### config.mk
export PLATFORM = sky130hd
export DESIGN_NAME = uip_core
export DESIGN_NICKNAME = d
export VERILOG_FILES = /design/src/shared/uip_pkg.sv /design/src/hw/uip_core.sv
export VERILOG_INCLUDE_DIRS = /design/src /design/src/shared
export SDC_FILE = /design/constraint.sdc
export NUM_CORES = 1
export LEC_CHECK = 0
export BUFFER_PORTS_ARGS = -buffer_cell sky130_fd_sc_hd__buf_4
export CELL_PAD_IN_SITES_DETAIL_PLACEMENT = 0
export CELL_PAD_IN_SITES_GLOBAL_PLACEMENT = 1
export CORE_MARGIN = 10
export CORE_UTILIZATION = 36
export CTS_CLUSTER_DIAMETER = 150
export DETAILED_ROUTE_END_ITERATION = 16
export PLACE_DENSITY = 0.89
export SYNTH_ARGS = -nofsm -noshare
export SYNTH_HDL_FRONTEND = slang
export SYNTH_SLANG_ARGS = --single-unit
### constraint.sdc
create_clock -name aclk -period 2.8 [get_ports aclk]
set_input_delay 0.56 -clock aclk [delete_from_list [all_inputs] [get_ports aclk]]
set_output_delay 0.56 -clock aclk [all_outputs]
set_load 0.05 [all_outputs]
### src/shared/uip_map.svh
`ifndef UIP_MAP_SVH
`define UIP_MAP_SVH
//------------------------------------------------------------------------------
// Functional notes
// - Line error flags raise level one.
// - Line status read clears; flags persist.
// - Time-out reports level two, code 0x0c.
// - Time-out after idle; receive read clears.
// - Data ready reports level three, code 0x04.
// - Trigger pending until count below level.
// - Transmit empty level four; identity read or transmit hold write clears.
// - Modem change level five; modem read clears.
// - Xoff/special level six; several clears.
// - Flow pin rise level seven; clears on reads.
// - Idle reads 0x01, or 0xC1 with the queue enabled; lowest level wins.
// - Control write-only, identity read-only, shared offset.
// - Mode 0 receive request while data held.
// - Mode 0 transmit request while queue empty.
// - Mode 1 receive request trigger/timeout, until empty.
// - Mode 1 transmit request empty/free, until full.
// - Bits 7:6 pick receive trigger level.
// - Shallow variant levels 14, 8, 4, 1.
// - Deep variant levels 60, 56, 16, 8.
// - Identity read holds indication, records events.
//------------------------------------------------------------------------------

// Register byte offsets: printed offsets are not word multiples, so index*4.
`define UIP_IDX_IDENTITY   4'h2
`define UIP_ADDR_IDENTITY  8'h08
`define UIP_ADDR_ENABLE    8'h04
`define UIP_ADDR_LINE      8'h14
`define UIP_ADDR_MODEM     8'h18
`define UIP_ADDR_RXBUF     8'h00
`define UIP_ADDR_TXHOLD    8'h00
`define UIP_ADDR_STATUS    8'h20
`define UIP_ADDR_CONFIG    8'h24

// Reset values.
`define UIP_CTRL_RST       8'h00
`define UIP_ENA_RST        8'h00
`define UIP_IDENT_IDLE     8'h01

// Field positions.
`define UIP_CTRL_FIFO_EN   0
`define UIP_CTRL_DMA_SEL   3
`define UIP_CTRL_TRIG_HI   7
`define UIP_CTRL_TRIG_LO   6
`define UIP_ENA_RXDATA     0
`define UIP_ENA_TXEMPTY    1
`define UIP_ENA_LINE       2
`define UIP_ENA_MODEM      3
`define UIP_ENA_XOFF       5
`define UIP_ENA_RTS        6
`define UIP_ENA_CTS        7

// Identity codes for bits 5:0.
`define UIP_ID_LINE        6'h06
`define UIP_ID_TIMEOUT     6'h0c
`define UIP_ID_RXDATA      6'h04
`define UIP_ID_TXEMPTY     6'h02
`define UIP_ID_MODEM       6'h00
`define UIP_ID_XOFF        6'h10
`define UIP_ID_FLOW        6'h20
`define UIP_ID_NONE        6'h01

// Trigger levels, shallow and deep variants.
`define UIP_TRIG16_0       7'd1
`define UIP_TRIG16_1       7'd4
`define UIP_TRIG16_2       7'd8
`define UIP_TRIG16_3       7'd14
`define UIP_TRIG64_0       7'd8
`define UIP_TRIG64_1       7'd16
`define UIP_TRIG64_2       7'd56
`define UIP_TRIG64_3       7'd60
`define UIP_DEPTH16        7'd16
`define UIP_DEPTH64        7'd64
`endif

### src/shared/uip_pkg.sv
package uip_pkg;
   // AXI4-Lite write request channels.
   typedef struct packed {
      logic [7:0]  awaddr;
      logic        awvalid;
      logic [31:0] wdata;
      logic [3:0]  wstrb;
      logic        wvalid;
      logic        bready;
   } uip_axw_req_t;
   typedef struct packed {
      logic [7:0]  araddr;
      logic        arvalid;
      logic        rready;
   } uip_axr_req_t;
   typedef struct packed {
      logic        awready;
      logic        wready;
      logic        bvalid;
      logic [1:0]  bresp;
      logic        arready;
      logic        rvalid;
      logic [31:0] rdata;
      logic [1:0]  rresp;
   } uip_ax_rsp_t;
   // Status from the surrounding channel logic.
   typedef struct packed {
      logic [3:0] line_err;
      logic [3:0] modem_delta;
      logic       rx_timeout;
      logic       xoff_seen;
      logic       special_seen;
      logic       xon_seen;
      logic       char_seen;
      logic       cts_in;
      logic       rts_out;
      logic       auto_cts;
      logic       auto_rts;
      logic [6:0] rx_count;
      logic [6:0] tx_count;
      logic [6:0] tx_thresh;
   } uip_chan_t;
   typedef enum logic [1:0] {UIP_OK = 2'h0, UIP_SLVERR = 2'h2} uip_resp_t;
   typedef enum logic [3:0] {
      UIP_RD_IDLE = 4'b0001,
      UIP_RD_HOLD = 4'b0010,
      UIP_RD_RESP = 4'b0100,
      UIP_RD_DONE = 4'b1000
   } uip_rd_state_t;
endpackage

### src/hw/uip_core.sv
`timescale 1ns/10ps
`include "uip_map.svh"
module uip_core (
   // Clock and reset.
   input  wire logic               aclk,
   input  wire logic               aresetn,
   // Register bus.
   input  wire uip_pkg::uip_axw_req_t axw,
   input  wire uip_pkg::uip_axr_req_t axr,
   output uip_pkg::uip_ax_rsp_t      axs,
   // Channel status and strobes.
   input  wire uip_pkg::uip_chan_t   chan,
   input  wire logic                 deep_variant,
   output logic                      rx_buf_read,
   output logic                      tx_hold_write,
   output logic [7:0]                tx_hold_data,
   output logic                      line_read,
   // DMA request pins.
   output logic                      rx_dma_request_n,
   output logic                      tx_dma_request_n
);
   import uip_pkg::*;

   //---------------------------------------------------------------------------
   // Registers and state.
   //---------------------------------------------------------------------------
   logic [7:0]    queue_control_ff;
   logic [7:0]    interrupt_enable_reg_ff;
   logic [7:0]    interrupt_identity_ff;
   logic [7:0]    nxt_identity;
   logic          line_pend_ff, timeout_pend_ff, tx_pend_ff, modem_pend_ff;
   logic          xoff_pend_ff, flow_pend_ff;
   logic [3:0]    line_err_prev_ff;
   logic          cts_prev_ff, rts_prev_ff;
   logic          rx_req_ff, tx_req_ff;
   logic          tx_empty_prev_ff;
   uip_rd_state_t rd_st_ff;
   logic [7:0]    rd_addr_ff;
   logic [31:0]   rdata_ff;
   logic          aw_have_ff, w_have_ff, bvalid_ff;
   logic [7:0]    aw_addr_ff;
   logic [31:0]   wdata_ff;
   logic [3:0]    wstrb_ff;

   // Trigger level decode, used for interrupt and DMA logic alike.
   function automatic logic [6:0] trig_level(input logic [1:0] code,
                                             input logic deep);
      unique case ({deep, code})
         3'b000:  trig_level = `UIP_TRIG16_0;
         3'b001:  trig_level = `UIP_TRIG16_1;
         3'b010:  trig_level = `UIP_TRIG16_2;
         3'b011:  trig_level = `UIP_TRIG16_3;
         3'b100:  trig_level = `UIP_TRIG64_0;
         3'b101:  trig_level = `UIP_TRIG64_1;
         3'b110:  trig_level = `UIP_TRIG64_2;
         default: trig_level = `UIP_TRIG64_3;
      endcase
   endfunction

   // Word-address match helper for the bus decode.
   function automatic logic hit(input logic [7:0] a, input logic [7:0] r);
      hit = (a[7:2] == r[7:2]);
   endfunction

   //---------------------------------------------------------------------------
   // Write channel: address and data taken in either order.
   //---------------------------------------------------------------------------
   logic wr_go;
   logic wr_ctrl, wr_ena, wr_tx, wr_cfg, wr_known;
   assign wr_go    = aw_have_ff && w_have_ff && !bvalid_ff;
   assign wr_ctrl  = wr_go && hit(aw_addr_ff, `UIP_ADDR_IDENTITY);
   assign wr_ena   = wr_go && hit(aw_addr_ff, `UIP_ADDR_ENABLE);
   assign wr_tx    = wr_go && hit(aw_addr_ff, `UIP_ADDR_TXHOLD);
   assign wr_cfg   = wr_go && hit(aw_addr_ff, `UIP_ADDR_CONFIG);
   assign wr_known = wr_ctrl || wr_ena || wr_tx || wr_cfg;

   // Address and data latches; a new item is refused until the response is taken.
   always_ff @(posedge aclk) begin
      if (!aresetn) begin
         aw_have_ff <= 1'b0;
         w_have_ff  <= 1'b0;
         aw_addr_ff <= 8'h00;
         wdata_ff   <= 32'h0000_0000;
         wstrb_ff   <= 4'h0;
         bvalid_ff  <= 1'b0;
      end else begin
         if (axw.awvalid && !aw_have_ff) begin
            aw_have_ff <= 1'b1;
            aw_addr_ff <= axw.awaddr;
         end
         if (axw.wvalid && !w_have_ff) begin
            w_have_ff <= 1'b1;
            wdata_ff  <= axw.wdata;
            wstrb_ff  <= axw.wstrb;
         end
         if (wr_go) begin
            bvalid_ff <= 1'b1;
         end
         if (bvalid_ff && axw.bready) begin
            bvalid_ff  <= 1'b0;
            aw_have_ff <= 1'b0;
            w_have_ff  <= 1'b0;
         end
      end
   end

   // Response code latch.
   logic [1:0] bresp_ff;
   always_ff @(posedge aclk) begin
      if (!aresetn) begin
         bresp_ff <= UIP_OK;
      end else if (wr_go) begin
         bresp_ff <= wr_known ? UIP_OK : UIP_SLVERR;
      end
   end

   // Control and enable registers; only byte lane 0 carries data.
   always_ff @(posedge aclk) begin
      if (!aresetn) begin
         queue_control_ff        <= `UIP_CTRL_RST;
         interrupt_enable_reg_ff <= `UIP_ENA_RST;
      end else begin
         if (wr_ctrl && wstrb_ff[0]) begin
            queue_control_ff <= wdata_ff[7:0];
         end
         if (wr_ena && wstrb_ff[0]) begin
            interrupt_enable_reg_ff <= wdata_ff[7:0];
         end
      end
   end

   assign tx_hold_write = wr_tx && wstrb_ff[0];
   always_ff @(posedge aclk) begin
      if (!aresetn) begin
         tx_hold_data <= 8'h00;
      end else if (tx_hold_write) begin
         tx_hold_data <= wdata_ff[7:0];
      end
   end

   //---------------------------------------------------------------------------
   // Read channel: one-hot machine, the identity is captured at the request.
   //---------------------------------------------------------------------------
   logic rd_take, rd_ident, rd_line, rd_modem, rd_rx;
   assign rd_take  = (rd_st_ff == UIP_RD_IDLE) && axr.arvalid;
   assign rd_ident = rd_take && hit(axr.araddr, `UIP_ADDR_IDENTITY);
   assign rd_line  = rd_take && hit(axr.araddr, `UIP_ADDR_LINE);
   assign rd_modem = rd_take && hit(axr.araddr, `UIP_ADDR_MODEM);
   assign rd_rx    = rd_take && hit(axr.araddr, `UIP_ADDR_RXBUF);
   assign rx_buf_read = rd_rx;
   assign line_read   = rd_line;

   always_ff @(posedge aclk) begin
      if (!aresetn) begin
         rd_st_ff   <= UIP_RD_IDLE;
         rd_addr_ff <= 8'h00;
      end else begin
         unique case (rd_st_ff)
            UIP_RD_IDLE: begin
               if (axr.arvalid) begin
                  rd_st_ff   <= UIP_RD_HOLD;
                  rd_addr_ff <= axr.araddr;
               end
            end
            UIP_RD_HOLD: rd_st_ff <= UIP_RD_RESP;
            UIP_RD_RESP: begin
               if (axr.rready) begin
                  rd_st_ff <= UIP_RD_DONE;
               end
            end
            UIP_RD_DONE: rd_st_ff <= UIP_RD_IDLE;
         endcase
      end
   end

   // Identity is frozen from the request until the cycle after the answer.
   logic ident_busy;
   assign ident_busy = (rd_st_ff != UIP_RD_IDLE) && hit(rd_addr_ff, `UIP_ADDR_IDENTITY);

   // Read data, captured while the request is taken.
   always_ff @(posedge aclk) begin
      if (!aresetn) begin
         rdata_ff <= 32'h0000_0000;
      end else if (rd_take) begin
         if (hit(axr.araddr, `UIP_ADDR_IDENTITY)) begin
            rdata_ff <= {24'h00_0000, interrupt_identity_ff};
         end else if (hit(axr.araddr, `UIP_ADDR_ENABLE)) begin
            rdata_ff <= {24'h00_0000, interrupt_enable_reg_ff};
         end else if (hit(axr.araddr, `UIP_ADDR_LINE)) begin
            rdata_ff <= {27'h000_0000, chan.line_err, 1'b0};
         end else if (hit(axr.araddr, `UIP_ADDR_MODEM)) begin
            rdata_ff <= {28'h000_0000, chan.modem_delta};
         end else if (hit(axr.araddr, `UIP_ADDR_STATUS)) begin
            rdata_ff <= {24'h00_0000, rx_req_ff, tx_req_ff, flow_pend_ff,
                         xoff_pend_ff, modem_pend_ff, tx_pend_ff,
                         timeout_pend_ff, line_pend_ff};
         end else begin
            rdata_ff <= 32'h0000_0000;
         end
      end
   end

   logic [1:0] rresp_ff;
   always_ff @(posedge aclk) begin
      if (!aresetn) begin
         rresp_ff <= UIP_OK;
      end else if (rd_take) begin
         rresp_ff <= (rd_ident || rd_line || rd_modem || rd_rx ||
                      hit(axr.araddr, `UIP_ADDR_ENABLE) ||
                      hit(axr.araddr, `UIP_ADDR_STATUS)) ? UIP_OK : UIP_SLVERR;
      end
   end

   //---------------------------------------------------------------------------
   // Pending sources; a new event wins over a clear in the same cycle.
   //---------------------------------------------------------------------------
   logic [6:0] trig;
   logic       fifo_on, rx_trig_hit, tx_empty, line_new, cts_rise, rts_rise;
   assign trig        = trig_level(queue_control_ff[`UIP_CTRL_TRIG_HI:`UIP_CTRL_TRIG_LO],
                                   deep_variant);
   assign fifo_on     = queue_control_ff[`UIP_CTRL_FIFO_EN];
   assign rx_trig_hit = fifo_on ? (chan.rx_count >= trig) : (chan.rx_count != 7'd0);
   assign tx_empty    = (chan.tx_count == 7'd0);
   assign line_new    = |(chan.line_err & ~line_err_prev_ff);
   assign cts_rise    = chan.auto_cts && chan.cts_in && !cts_prev_ff;
   assign rts_rise    = chan.auto_rts && chan.rts_out && !rts_prev_ff;

   // Edge history for the event sources.
   always_ff @(posedge aclk) begin
      if (!aresetn) begin
         line_err_prev_ff <= 4'h0;
         cts_prev_ff      <= 1'b0;
         rts_prev_ff      <= 1'b0;
         tx_empty_prev_ff <= 1'b0;
      end else begin
         line_err_prev_ff <= chan.line_err;
         cts_prev_ff      <= chan.cts_in;
         rts_prev_ff      <= chan.rts_out;
         tx_empty_prev_ff <= tx_empty;
      end
   end

   // Line status pending clears on a status read; the error flags themselves
   // live with the characters outside and stay until those are drained.
   always_ff @(posedge aclk) begin
      if (!aresetn) begin
         line_pend_ff <= 1'b0;
      end else if (line_new) begin
         line_pend_ff <= 1'b1;
      end else if (rd_line || chan.line_err == 4'h0) begin
         line_pend_ff <= 1'b0;
      end
   end

   always_ff @(posedge aclk) begin
      if (!aresetn) begin
         timeout_pend_ff <= 1'b0;
      end else if (chan.rx_timeout) begin
         timeout_pend_ff <= 1'b1;
      end else if (rd_rx) begin
         timeout_pend_ff <= 1'b0;
      end
   end

   always_ff @(posedge aclk) begin
      if (!aresetn) begin
         tx_pend_ff <= 1'b0;
      end else if (tx_empty && !tx_empty_prev_ff) begin
         tx_pend_ff <= 1'b1;
      end else if (tx_hold_write || (rd_ident && interrupt_identity_ff[5:0] == `UIP_ID_TXEMPTY)) begin
         tx_pend_ff <= 1'b0;
      end
   end

   always_ff @(posedge aclk) begin
      if (!aresetn) begin
         modem_pend_ff <= 1'b0;
      end else if (chan.modem_delta != 4'h0) begin
         modem_pend_ff <= 1'b1;
      end else if (rd_modem) begin
         modem_pend_ff <= 1'b0;
      end
   end

   always_ff @(posedge aclk) begin
      if (!aresetn) begin
         xoff_pend_ff <= 1'b0;
      end else if (chan.xoff_seen || chan.special_seen) begin
         xoff_pend_ff <= 1'b1;
      end else if (rd_ident || chan.xon_seen || chan.char_seen) begin
         xoff_pend_ff <= 1'b0;
      end
   end

   always_ff @(posedge aclk) begin
      if (!aresetn) begin
         flow_pend_ff <= 1'b0;
      end else if (cts_rise || rts_rise) begin
         flow_pend_ff <= 1'b1;
      end else if (rd_ident || rd_modem) begin
         flow_pend_ff <= 1'b0;
      end
   end

   //---------------------------------------------------------------------------
   // Priority encode, lowest level first.
   //---------------------------------------------------------------------------
   logic [7:0] ena;
   assign ena = interrupt_enable_reg_ff;
   always_comb begin
      nxt_identity[7:6] = {2{fifo_on}};
      if (line_pend_ff && ena[`UIP_ENA_LINE]) begin
         nxt_identity[5:0] = `UIP_ID_LINE;
      end else if (timeout_pend_ff && ena[`UIP_ENA_RXDATA]) begin
         nxt_identity[5:0] = `UIP_ID_TIMEOUT;
      end else if (rx_trig_hit && ena[`UIP_ENA_RXDATA]) begin
         nxt_identity[5:0] = `UIP_ID_RXDATA;
      end else if (tx_pend_ff && ena[`UIP_ENA_TXEMPTY]) begin
         nxt_identity[5:0] = `UIP_ID_TXEMPTY;
      end else if (modem_pend_ff && ena[`UIP_ENA_MODEM]) begin
         nxt_identity[5:0] = `UIP_ID_MODEM;
      end else if (xoff_pend_ff && ena[`UIP_ENA_XOFF]) begin
         nxt_identity[5:0] = `UIP_ID_XOFF;
      end else if (flow_pend_ff && (ena[`UIP_ENA_CTS] || ena[`UIP_ENA_RTS])) begin
         nxt_identity[5:0] = `UIP_ID_FLOW;
      end else begin
         nxt_identity[5:0] = `UIP_ID_NONE;
      end
   end

   // The indication is refreshed each clock except while an identity read is open.
   always_ff @(posedge aclk) begin
      if (!aresetn) begin
         interrupt_identity_ff <= `UIP_IDENT_IDLE;
      end else if (!ident_busy && !rd_ident) begin
         interrupt_identity_ff <= nxt_identity;
      end
   end

   //---------------------------------------------------------------------------
   // DMA request pins, active low, registered.
   //---------------------------------------------------------------------------
   logic mode1;
   logic [6:0] depth, tx_free;
   assign mode1   = fifo_on && queue_control_ff[`UIP_CTRL_DMA_SEL];
   assign depth   = deep_variant ? `UIP_DEPTH64 : `UIP_DEPTH16;
   assign tx_free = 7'(depth - chan.tx_count);

   always_ff @(posedge aclk) begin
      if (!aresetn) begin
         rx_req_ff <= 1'b0;
      end else if (!mode1) begin
         rx_req_ff <= (chan.rx_count != 7'd0);
      end else if (chan.rx_count == trig || chan.rx_timeout) begin
         rx_req_ff <= 1'b1;
      end else if (chan.rx_count == 7'd0) begin
         rx_req_ff <= 1'b0;
      end
   end

   // In mode 1 the deep part also requests on free space above threshold, the shallow only on empty.
   always_ff @(posedge aclk) begin
      if (!aresetn) begin
         tx_req_ff <= 1'b0;
      end else if (!mode1) begin
         tx_req_ff <= tx_empty;
      end else if (tx_empty || (deep_variant && tx_free > chan.tx_thresh)) begin
         tx_req_ff <= 1'b1;
      end else if (chan.tx_count == depth) begin
         tx_req_ff <= 1'b0;
      end
   end

   assign rx_dma_request_n = !rx_req_ff;
   assign tx_dma_request_n = !tx_req_ff;

   //---------------------------------------------------------------------------
   // Bus answers.
   //---------------------------------------------------------------------------
   always_comb begin
      axs.awready = !aw_have_ff;
      axs.wready  = !w_have_ff;
      axs.bvalid  = bvalid_ff;
      axs.bresp   = bresp_ff;
      axs.arready = (rd_st_ff == UIP_RD_IDLE);
      axs.rvalid  = (rd_st_ff == UIP_RD_RESP);
      axs.rdata   = rdata_ff;
      axs.rresp   = rresp_ff;
   end
endmodule // uip_core

==> results.md, run 1 <==
* Initial antenna violation count at 0
* CP max stage delay at ~0.45 ns
* Cell count after synthesis at about 480
* Post-synth top area share at 0.395
* Wire per inst at 15.5 um
* Most frequent cells in the layout: buf_4, dfxtp_1, nand2_1, nor2_1, a21oi_1
* Slew headroom at 0.555
* Maximum capacitance violations at 0
* Worst setup margin at 0.404 ns
* Simple logic cell fraction of the synthesized area at 0.187
* Initial Util at 0.371
* Rows at 38
* Crit Reg-Reg Endpoint: interrupt_identity_ff[5]
* Worst path cell trace: buf_4, or3_1, or2_1, nor2_2, buf_4
* RSZ-0062 raised after global routing: false
* EDFF count, synth at 0
* Drt drc at 0
* Crit path required time at approximately 2.2 ns
* Final period util at 0.856
* Final ANT Viol Nets at 0
* Count of cell types in the netlist at between 60 and 70
* Worst-Margin Slew at approximately 0.67 ns
* # diodes at 0
* DIE WIDTH at 126 um
* Post_cts resized at 0
* Data arrival time of the critical path at between 1.5 and 2 ns
* Total core area at 0.0109 mm2
* Nets at between 600 and 700
* Largest cells by area after synthesis: dfxtp_1, mux2i_1, buf_4
* Hold_buf cts at 0
* Final setup viols at 0
* P&R area growth vs syn at 25.1%
* Total die area at roughly 0.016 mm2
* CP Max Fanout at 8
* Worst reg-to-reg path cell count at 7
* Post-DP HPWL at slightly below 9000 um
* Area of the multi-input gates at approximately 0.0021 mm2
* Die Y at around 130 um
* Postcts setup bufs at 0
* Most used DFF post-synth: dfxtp_1
* Critical path buffer and inverter count at 2
* Avg Cell Area, Syn at approximately 8.5 um2
* Crit path capture: line_read
* Seq cells post-synth at 80
* Largest family of logic cells by synthesized area: simple AND/OR/NAND/NOR gates
* CTS tree: built
* Max Fclk at roughly 420 MHz
* First-pass GRT wire length at 18300 um
* Hold wc startpoint: chan[11]
* Adder-cell share of the synthesized area at 0.0463
* CP top delay family: simple AND/OR/NAND/NOR gates
* Area fraction in compound gates after synthesis at 0.181
* Final hold viol count at 0
* H-tree Lvls at 3
* Synth warn at 0
* Peak supply drop at around 0.00036 V
* Design Power at roughly 0.0028 W
* Critical path endpoint category: primary output
* Root Driver: clkbuf_16
* Port buffer count at 94
* Pre-CTS WS at around 0.12 ns
* Vias per Instance at roughly 5
* Status: complete, no violations
* Via count at ~3600
* Clock buffer depth at 2
* Tmin final at around 2.4 ns
* Vias in the first global route at 3752
* Pwr/cell area at about 550 mW/mm2
* Clock skew at 0.00870 ns
* Ys async rst share at 0
* Cell area after synthesis at between 0.004 and 0.005 mm2
* Slew Viols, Final at 0
* Routability cong. at 0.867
* Total negative slack at 0 ns
* CP Launch Point: axr[7]
* Overall routing resource usage at 0.138
* Hold WC Path Type: primary input to flop
* Pleak at around 2.2 nW
* Filler cells at between 1000 and 1500
* Final Routed Wirelength at ~11000 um
* Yosys top cell by area: dfxtp_1
* Startpoint types: primary input
* Largest net degree at the start of global routing at 32
* Drt pass-1 iters at 4
* Layout cells sized above 1 at 0.220
* Drt initial violations at ~300
* Final instance area at around 0.0051 mm2
* Critical path class: primary input to primary output
* Post-synthesis xor/xnor area fraction at 0.0151
* CP max stage cell: or3_1
* Total stage count of the critical path at 5
* Mux share of post-synthesis cell area at 0.0740
* Storage cell area at between 0.0015 and 0.002 mm2
* Most common cell after layout, fill and taps aside: buf_4
* Clk slew on worst S/H paths at approximately 0.060 ns
* Clk_lat worst skew at ~0.34 ns
* Sequential fraction of the synthesis area at 0.395
* Top Ports at between 150 and 200
* RR Startpoint: queue_control_ff[7]
* Total gr overflow at 0
* CTS Buf Count at 9
* R2r setup slk at about 0.48 ns
* Placed cell areas at between 0.004 and 0.005 mm2
* Sink Count at 80
* CP most frequent cell: buf_4
cells in the mapped netlist (all sizes together) (2+ instances only):
| cell type | count |
|---|---|
| a21oi | 32 |
| nor2 | 49 |
| o21a | 7 |
| nand2b | 5 |
| nand3 | 10 |
| o32ai | 3 |
| or2 | 4 |
| inv | 30 |
| o31ai | 5 |
| and2 | 3 |
| nor2b | 5 |
| nor4 | 5 |
| o22ai | 6 |
| a31oi | 6 |
| or3 | 3 |
| nand2 | 48 |
| o2111ai | 2 |
| mux2i | 30 |
| xor2 | 3 |
| clkbuf | 12 |
| a2111oi | 3 |
| nor3b | 3 |
| ha | 15 |
| nand4b | 2 |
| a41o | 2 |
| dfxtp | 80 |
| a22oi | 6 |
| a221oi | 5 |
| nor3 | 7 |
| o21ai | 24 |
| nor4b | 4 |
| buf | 35 |
| xnor2 | 4 |
| o31a | 2 |
registers in the layout, indices dropped and copies added (netlist names), 4 cells and up:
signal / count
queue_control_ff: 4
line_err_prev_ff: 4
rd_addr_ff: 6
interrupt_identity_ff: 7
rd_st_ff: 4
tx_hold_data: 8
rdata_ff: 8
ena: 8
aw_addr_ff: 6
wdata_ff: 8
per-stage QoR:
step / hold slack, ns / util / std cells
floorplan: 0.431 / - / 503
global placement: 0.438 / 0.439 / 697
detailed placement: 0.449 / 0.439 / 697
CTS: 0.400 / 0.464 / 712
global route: 0.410 / 0.464 / 712
finish: 0.406 / 0.464 / 712
worst min-delay path by stage:
stage	cells past startpoint	slack, ns	endpoint
3_5_place_dp	2	0.45	rd_addr_ff[2]
3_3_place_gp	2	0.44	rd_addr_ff[2]
4_1_cts	2	0.40	tx_empty_prev_ff
2_1_floorplan	2	0.43	rd_addr_ff[2]
5_1_grt	2	0.41	tx_empty_prev_ff
6_report	2	0.41	tx_empty_prev_ff
power breakdown:
part	internal (W)	total (W)	switching [W]
clock network	0.000640	0.00108	0.000436
registers	0.00118	0.00122	0.0000397
logic	0.000175	0.000472	0.000297
total	0.00200	0.00277	0.000773
layout make-up:
class / count / share of cell area
clock inverter: 3 / 0.00345
sequential: 80 / 0.316
clock buffer: 12 / 0.0505
tap: 140 / 0.0345
multi-input combinational: 345 / 0.424
inverter: 31 / 0.0229
timing repair buffer: 101 / 0.149
layer usage:
layer	GRT usage	vias to the layer above	part of all wire	wire length, um
met1	0.170	1633	0.45	4940
met2	0.218	125	0.46	5040
met5	0	-	0	0
met3	0.0520	16	0.080	885
li1	-	1803	-	-
met4	0.0415	0	0.014	150
worst register-to-register path, cell delays in order (launching register included):
cell	delay (ns)
dfxtp_1	0.45
o21ai_0	0.12
ha_1	0.30
a21o_1	0.15
a2111oi_0	0.50
o21a_1	0.30
o2111ai_1	0.19
o31ai_1	0.22
logic make-up (layout without fill, tap and decap cells):
logic type,count (synthesis),after routing
simple gates,154,154
compound gates,113,113
flops,80,80
buf+inv,78,147
mux,30,30
fa+ha+maj,15,15
xor+xnor,7,7
other cells,1,26
Power figures use the tool's default switching activity.
==> run 2, diff against run 1 <==
- BUFFER_PORTS_ARGS: -buffer_cell sky130_fd_sc_hd__buf_4 -> default
- CORE_UTILIZATION: 36 -> 45
- DONT_BUFFER_PORTS: default -> 1
- PLACE_DENSITY: 0.89 -> 0.86
==> results.md, run 2 (synthesis results as in run 1) <==
* Drt initial violations at 158 (was 299)
* Top Ports at 152 (unchanged)
* Storage cell area at 0.00160 mm2 (unchanged)
* # diodes at 0 (unchanged)
* Total negative slack at 0 ns (unchanged)
* Total gr overflow at 0 (unchanged)
* CP top delay family: compound AO/OA/AOI/OAI gates (was simple AND/OR/NAND/NOR gates)
* DIE WIDTH at 115 um (was 126 um)
* Hold wc startpoint: chan[11] (unchanged)
* P&R area growth vs syn at 6.79% (was 25.1%)
* Wire per inst at 17.2 um (was 15.5 um)
* Worst-Margin Slew at 0.750 ns (was 0.667 ns)
* Drt pass-1 iters at 4 (unchanged)
* Final setup viols at 0 (unchanged)
* Hold_buf cts at 0 (unchanged)
* Initial Util at 0.463 (was 0.371)
* CTS tree: built (unchanged)
* Clk slew on worst S/H paths at 0.07 ns (was 0.06 ns)
* CP Max Fanout at 3 (was 8)
* Initial antenna violation count at 0 (unchanged)
* Nets at 593 (was 681)
* First-pass GRT wire length at 16600 um (was 18300 um)
* Slew Viols, Final at 0 (unchanged)
* H-tree Lvls at 3 (unchanged)
* Most frequent cells in the layout: dfxtp_1, nand2_1, nor2_1, a21oi_1 (was buf_4, dfxtp_1, nand2_1, nor2_1, a21oi_1)
* Total core area at 0.00876 mm2 (was 0.0109 mm2)
* Filler cells at 879 (was 1065)
* Clock skew at 0.00873 ns (was 0.00870 ns)
* Hold Crit Endpoint: tx_empty_prev_ff (unchanged)
* Slew headroom at 0.499 (was 0.555)
* Post_cts resized at 0 (unchanged)
* Area of the multi-input gates at 0.00216 mm2 (was 0.00215 mm2)
* Critical path class: primary input to flop (was primary input to primary output)
* Critical path buffer and inverter count at 1 (was 2)
* Worst path cell trace: inv_1, ha_1, nor3b_1, a21oi_1, nor2_1, xor2_1, ha_1, nand4_1, a21oi_1, a2111oi_0, o21ai_0 (was buf_4, or3_1, or2_1, nor2_2, buf_4)
* Status: complete, no violations (unchanged)
* Final Routed Wirelength at 10200 um (was 11000 um)
* Port buffer count at 0 (was 94)
* Sink Count at 80 (unchanged)
* Peak supply drop at 0.000358 V (was 0.000360 V)
* Vias in the first global route at 3308 (was 3752)
* Maximum capacitance violations at 0 (unchanged)
* Hold Path Cell Cnt at 1 (was 2)
* RR Startpoint: queue_control_ff[7] (unchanged)
* Root Driver: clkbuf_8 (was clkbuf_16)
* Clk_lat worst skew at 0.35 ns (was 0.34 ns)
* CP max stage delay at 0.50 ns (was 0.45 ns)
* Final ANT Viol Nets at 0 (unchanged)
* Crit path required time at 3.01 ns (was 2.24 ns)
* Rows at 34 (was 38)
* Routability cong. at 0.863 (was 0.867)
* Startpoint types: primary input (unchanged)
* Clock buffer depth at 2 (unchanged)
* Total die area at 0.0132 mm2 (was 0.0159 mm2)
* Overall routing resource usage at 0.154 (was 0.138)
* CP max stage cell: a2111oi_0 (was or3_1)
* Crit Reg-Reg Endpoint: interrupt_identity_ff[5] (unchanged)
* Post-Route Utilization at 0.494 (was 0.464)
* Via count at 3273 (was 3577)
* R2r setup slk at 0.49 ns (was 0.48 ns)
* Final cell count without fillers at 593 (was 712)
* Pleak at 1.76 nW (was 2.22 nW)
* Critical path endpoint category: flop (was primary output)
* Most common cell after layout, fill and taps aside: dfxtp_1 (was buf_4)
* RSZ-0062 raised after global routing: false (unchanged)
* Tmin final at 2.42 ns (was 2.40 ns)
* Die Y at 115 um (was 126 um)
* Hold WC Path Type: primary input to flop (unchanged)
* Total stage count of the critical path at 11 (was 5)
* Worst reg-to-reg path cell count at 7 (unchanged)
* Post-DP HPWL at 8090 um (was 8790 um)
* Largest net degree at the start of global routing at 26 (was 32)
* Vias per Instance at 5.52 (was 5.02)
* Drt drc at 0 (unchanged)
* Placed insts at 577 (was 697)
* Final hold viol count at 0 (unchanged)
* Max Fclk at 414 MHz (was 417 MHz)
* Data arrival time of the critical path at 2.63 ns (was 1.84 ns)
* Layout cells sized above 1 at 0.0804 (was 0.220)
* Pwr/cell area at 575 mW/mm2 (was 546 mW/mm2)
* Final period util at 0.863 (was 0.856)
* Postcts setup bufs at 0 (unchanged)
* CTS Buf Count at 9 (unchanged)
==> run 2: changes by cell type in the layout (fill, tap and decap cells not counted) <==
| cell | change |
|---|---|
| nor4_2 | +1 |
| clkbuf_8 | +7 |
| clkinv_4 | +1 |
| nor4_1 | -1 |
| buf_12 | +1 |
| bufinv_16 | +2 |
| buf_4 | -89 |
| clkinv_2 | -1 |
| clkbuf_1 | +1 |
| clkbuf_16 | -9 |
==> run 2: per-stage QoR <==
step / hold slack, ns / cell area (um2) / setup WS, ns / total power [W]
after floorplan: 0.431 / 4160 / 0.00878 / 0.00158
after global placement: 0.437 / 4120 / 0.101 / 0.00160
after detailed placement: 0.446 / 4120 / 0.0429 / 0.00161
after CTS: 0.270 / 4330 / 0.407 / 0.00252
after global routing: 0.270 / 4330 / 0.0998 / 0.00260
final: 0.288 / 4330 / 0.383 / 0.00249
==> run 2: cell type report <==
type | count | share of cell area
timing repair buffer | 13 | 0.0254
multi-input combinational | 345 | 0.498
inverter | 31 | 0.0269
tap | 108 | 0.0312
sequential | 80 | 0.370
clock inverter | 5 | 0.0188
clock buffer | 11 | 0.0303
==> run 2: how the worst max path moves through the flow <==
stage	startpoint	to	slack (ns)
after floorplan	rd_st_ff[1]	rx_buf_read	0.009
after global placement	chan[7]	tx_req_ff	0.10
after detailed placement	chan[7]	tx_req_ff	0.04
after CTS	aw_addr_ff[7]	tx_hold_write	0.41
after global routing	chan[7]	tx_req_ff	0.1
final	chan[7]	tx_req_ff	0.38
==> run 2: where the power goes <==
part           internal, W  switching [W]  total [W]
combinational     0.000105       0.000229   0.000334
clock             0.000503       0.000407   0.000910
sequential         0.00118      0.0000668    0.00125
total              0.00179       0.000703    0.00249
==> run 2: routing by layer <==
metal / track usage / vias up / share of wire
li1: - / 1637 / -
met4: 0.0437 / 0 / 0.0064
met5: 0 / - / 0
met2: 0.254 / 122 / 0.47
met3: 0.0750 / 6 / 0.12
met1: 0.172 / 1508 / 0.41
==> run 3, diff against run 2 <==
- GPL_ROUTABILITY_DRIVEN: default -> 1
- clock period: 2.8 -> 2.4 ns (I/O delays scaled with it)
==> results.md, run 3 (synthesis results as in run 1) <==
* Startpoint types: flop (was primary input)
* Slew Viols, Final at 0 (unchanged)
* Final ANT Viol Nets at 0 (unchanged)
* CTS tree: built (unchanged)
* Vias per Instance at 5.56 (was 5.52)
* # diodes at 0 (unchanged)
* Post-DP HPWL at 8160 um (was 8090 um)
* RSZ-0062 raised after global routing: false (unchanged)
* Total die area at 0.0132 mm2 (unchanged)
* Wire per inst at 17.2 um (about the same)
* Hold WS at 0.199 ns (was 0.288 ns)
* Tmin final at approximately 2.2 ns
* Clock buffer depth at 2 (unchanged)
* Vias in the first global route at 3334 (was 3308)
* Overall routing resource usage at 0.154 (about the same)
* Worst-Margin Slew at 0.710 ns (was 0.750 ns)
* Data arrival time of the critical path at 1.76 ns (was 2.63 ns)
* Initial antenna violation count at 0 (unchanged)
* Design Power at 0.00273 W (was 0.00249 W)
* Hold Path Cell Cnt at 1 (unchanged)
* Crit Reg-Reg Endpoint: interrupt_identity_ff[5] (unchanged)
* Drt initial violations at 234 (was 158)
* Hold wc startpoint: aresetn (was chan[11])
* Root Driver: clkbuf_8 (unchanged)
* Status: complete, no violations (unchanged)
* DIE WIDTH at 115 um (unchanged)
* CTS Buf Count at 9 (unchanged)
* Largest net degree at the start of global routing at 25 (was 26)
* Nets at 597 (was 593)
* Drt drc at 0 (unchanged)
* Routability cong. at 0.885 (was 0.863)
* Clock skew at 0.00982 ns (was 0.00873 ns)
* Final period util at 0.933
* P&R area growth vs syn at 7.19% (was 6.79%)
* Initial Util at 0.463 (unchanged)
* Max Fclk at roughly 450 MHz
* Total negative slack at 0 ns (unchanged)
* Critical path class: flop to primary output (was primary input to flop)
* Critical path endpoint category: primary output (was flop)
* Die Y at 115 um (unchanged)
* Worst reg-to-reg path cell count at 7 (unchanged)
* Rows at 34 (unchanged)
* RR Startpoint: queue_control_ff[7] (unchanged)
* Final hold viol count at 0 (unchanged)
* CP Max Fanout at 3 (unchanged)
* Pwr/cell area at 629 mW/mm2 (was 575 mW/mm2)
* Slew headroom at 0.526 (was 0.499)
* Via count at 3322 (was 3273)
* Hold_buf cts at 0 (unchanged)
* Most common cell after layout, fill and taps aside: dfxtp_1 (unchanged)
* Hold WC Path Type: primary input to flop (unchanged)
* First-pass GRT wire length at 16800 um (was 16600 um)
* Maximum capacitance violations at 0 (unchanged)
* Layout cells sized above 1 at 0.102 (was 0.0804)
* Placed cell areas at 0.00417 mm2 (was 0.00412 mm2)
* Filler cells at 865 (was 879)
* Hold Crit Endpoint: rd_st_ff[0] (was tx_empty_prev_ff)
* Drt pass-1 iters at 4 (unchanged)
* Clk_lat worst skew at 0.35 ns (about the same)
* Peak supply drop at 0.000380 V (was 0.000358 V)
* H-tree Lvls at 3 (unchanged)
* Crit path required time at 1.92 ns (was 3.01 ns)
* Final instance area at 0.00435 mm2 (was 0.00433 mm2)
* Total gr overflow at 0 (unchanged)
* Final Routed Wirelength at 10300 um (was 10200 um)
* Clk slew on worst S/H paths at 0.08 ns (was 0.07 ns)
* Port buffer count at 0 (unchanged)
* Sink Count at 80 (unchanged)
* Pleak at 1.78 nW (was 1.76 nW)
* Total core area at 0.00876 mm2 (unchanged)
* Post-Route Utilization at 0.496 (was 0.494)
* Most frequent cells in the layout: dfxtp_1, nor2_1, nand2_1, a21oi_1 (was dfxtp_1, nand2_1, nor2_1, a21oi_1)
* R2r setup slk at 0.22 ns (was 0.49 ns)
* Top Ports at 152 (unchanged)
* Final setup viols at 0 (unchanged)
==> run 3: changes by cell type in the layout (fill, tap and decap cells not counted), moves of 2 or more <==
cell,change
nand2_2,+2
bufinv_16,-2
a2111oi_0,-2
dfxtp_1,-3
nand2_1,-2
buf_4,+4
dfxtp_2,+3
==> run 3: per-layer routing <==
layer / global-route usage / vias to the layer above / share of wire / wire length [um]
li1: - / 1639 / - / -
met4: 0.0470 / 0 / 0.016 / 163
met1: 0.177 / 1523 / 0.38 / 3950
met2: 0.253 / 139 / 0.48 / 4890
met3: 0.0698 / 21 / 0.12 / 1260
met5: 0 / - / 0 / 0
==> run 3: cell type report <==
class                           instances  area [um2]  share of cell area
Clock buffer                           10         128              0.0294
Sequential cell                        80        1610               0.369
Timing Repair Buffer                   17         140              0.0322
Inverter                               31         116              0.0268
Multi-Input combinational cell        345        2180               0.501
Clock inverter                          6        43.8              0.0101
Tap cell                              108         135              0.0311
==> run 3: worst max-delay path, stage by stage (launching register included) <==
cell,delay (ns)
dfxtp_1,0.32
nor3_1,0.28
nand4b_1,0.18
or3_1,0.35
inv_1,0.08
buf_4,0.19
==> run 3: worst max path at each step <==
stage,cells past startpoint,startpoint,end,slack [ns]
after CTS,4,rd_st_ff[3],rx_buf_read,0.03
after global placement,11,chan[7],tx_req_ff,-0.18
after detailed placement,11,chan[7],tx_req_ff,-0.18
after floorplan,3,rd_st_ff[3],rx_buf_read,-0.06
after global routing,7,queue_control_ff[7],interrupt_identity_ff[5],0.001
final,5,aw_addr_ff[7],tx_hold_write,0.16
==> run 3: power breakdown <==
part | internal [W] | switching, W
registers | 0.00138 | 0.0000764
logic | 0.000128 | 0.000274
clock network | 0.000379 | 0.000496
total | 0.00189 | 0.000847
==> run 3: what timing repair did <==
| item | CTS | global route |
|---|---|---|
| gates resized for setup | 0 | 4 |
| endpoints found under the setup margin | 0 | 5 |
| buffers inserted | 0 | 0 |
==> run 3: metrics by stage <==
stage,instances,setup WS (ns)
2_1_floorplan,503,-0.0639
3_3_place_gp,581,-0.183
3_5_place_dp,581,-0.185
4_1_cts,597,0.0339
5_1_grt,597,0.00108
6_report,597,0.162
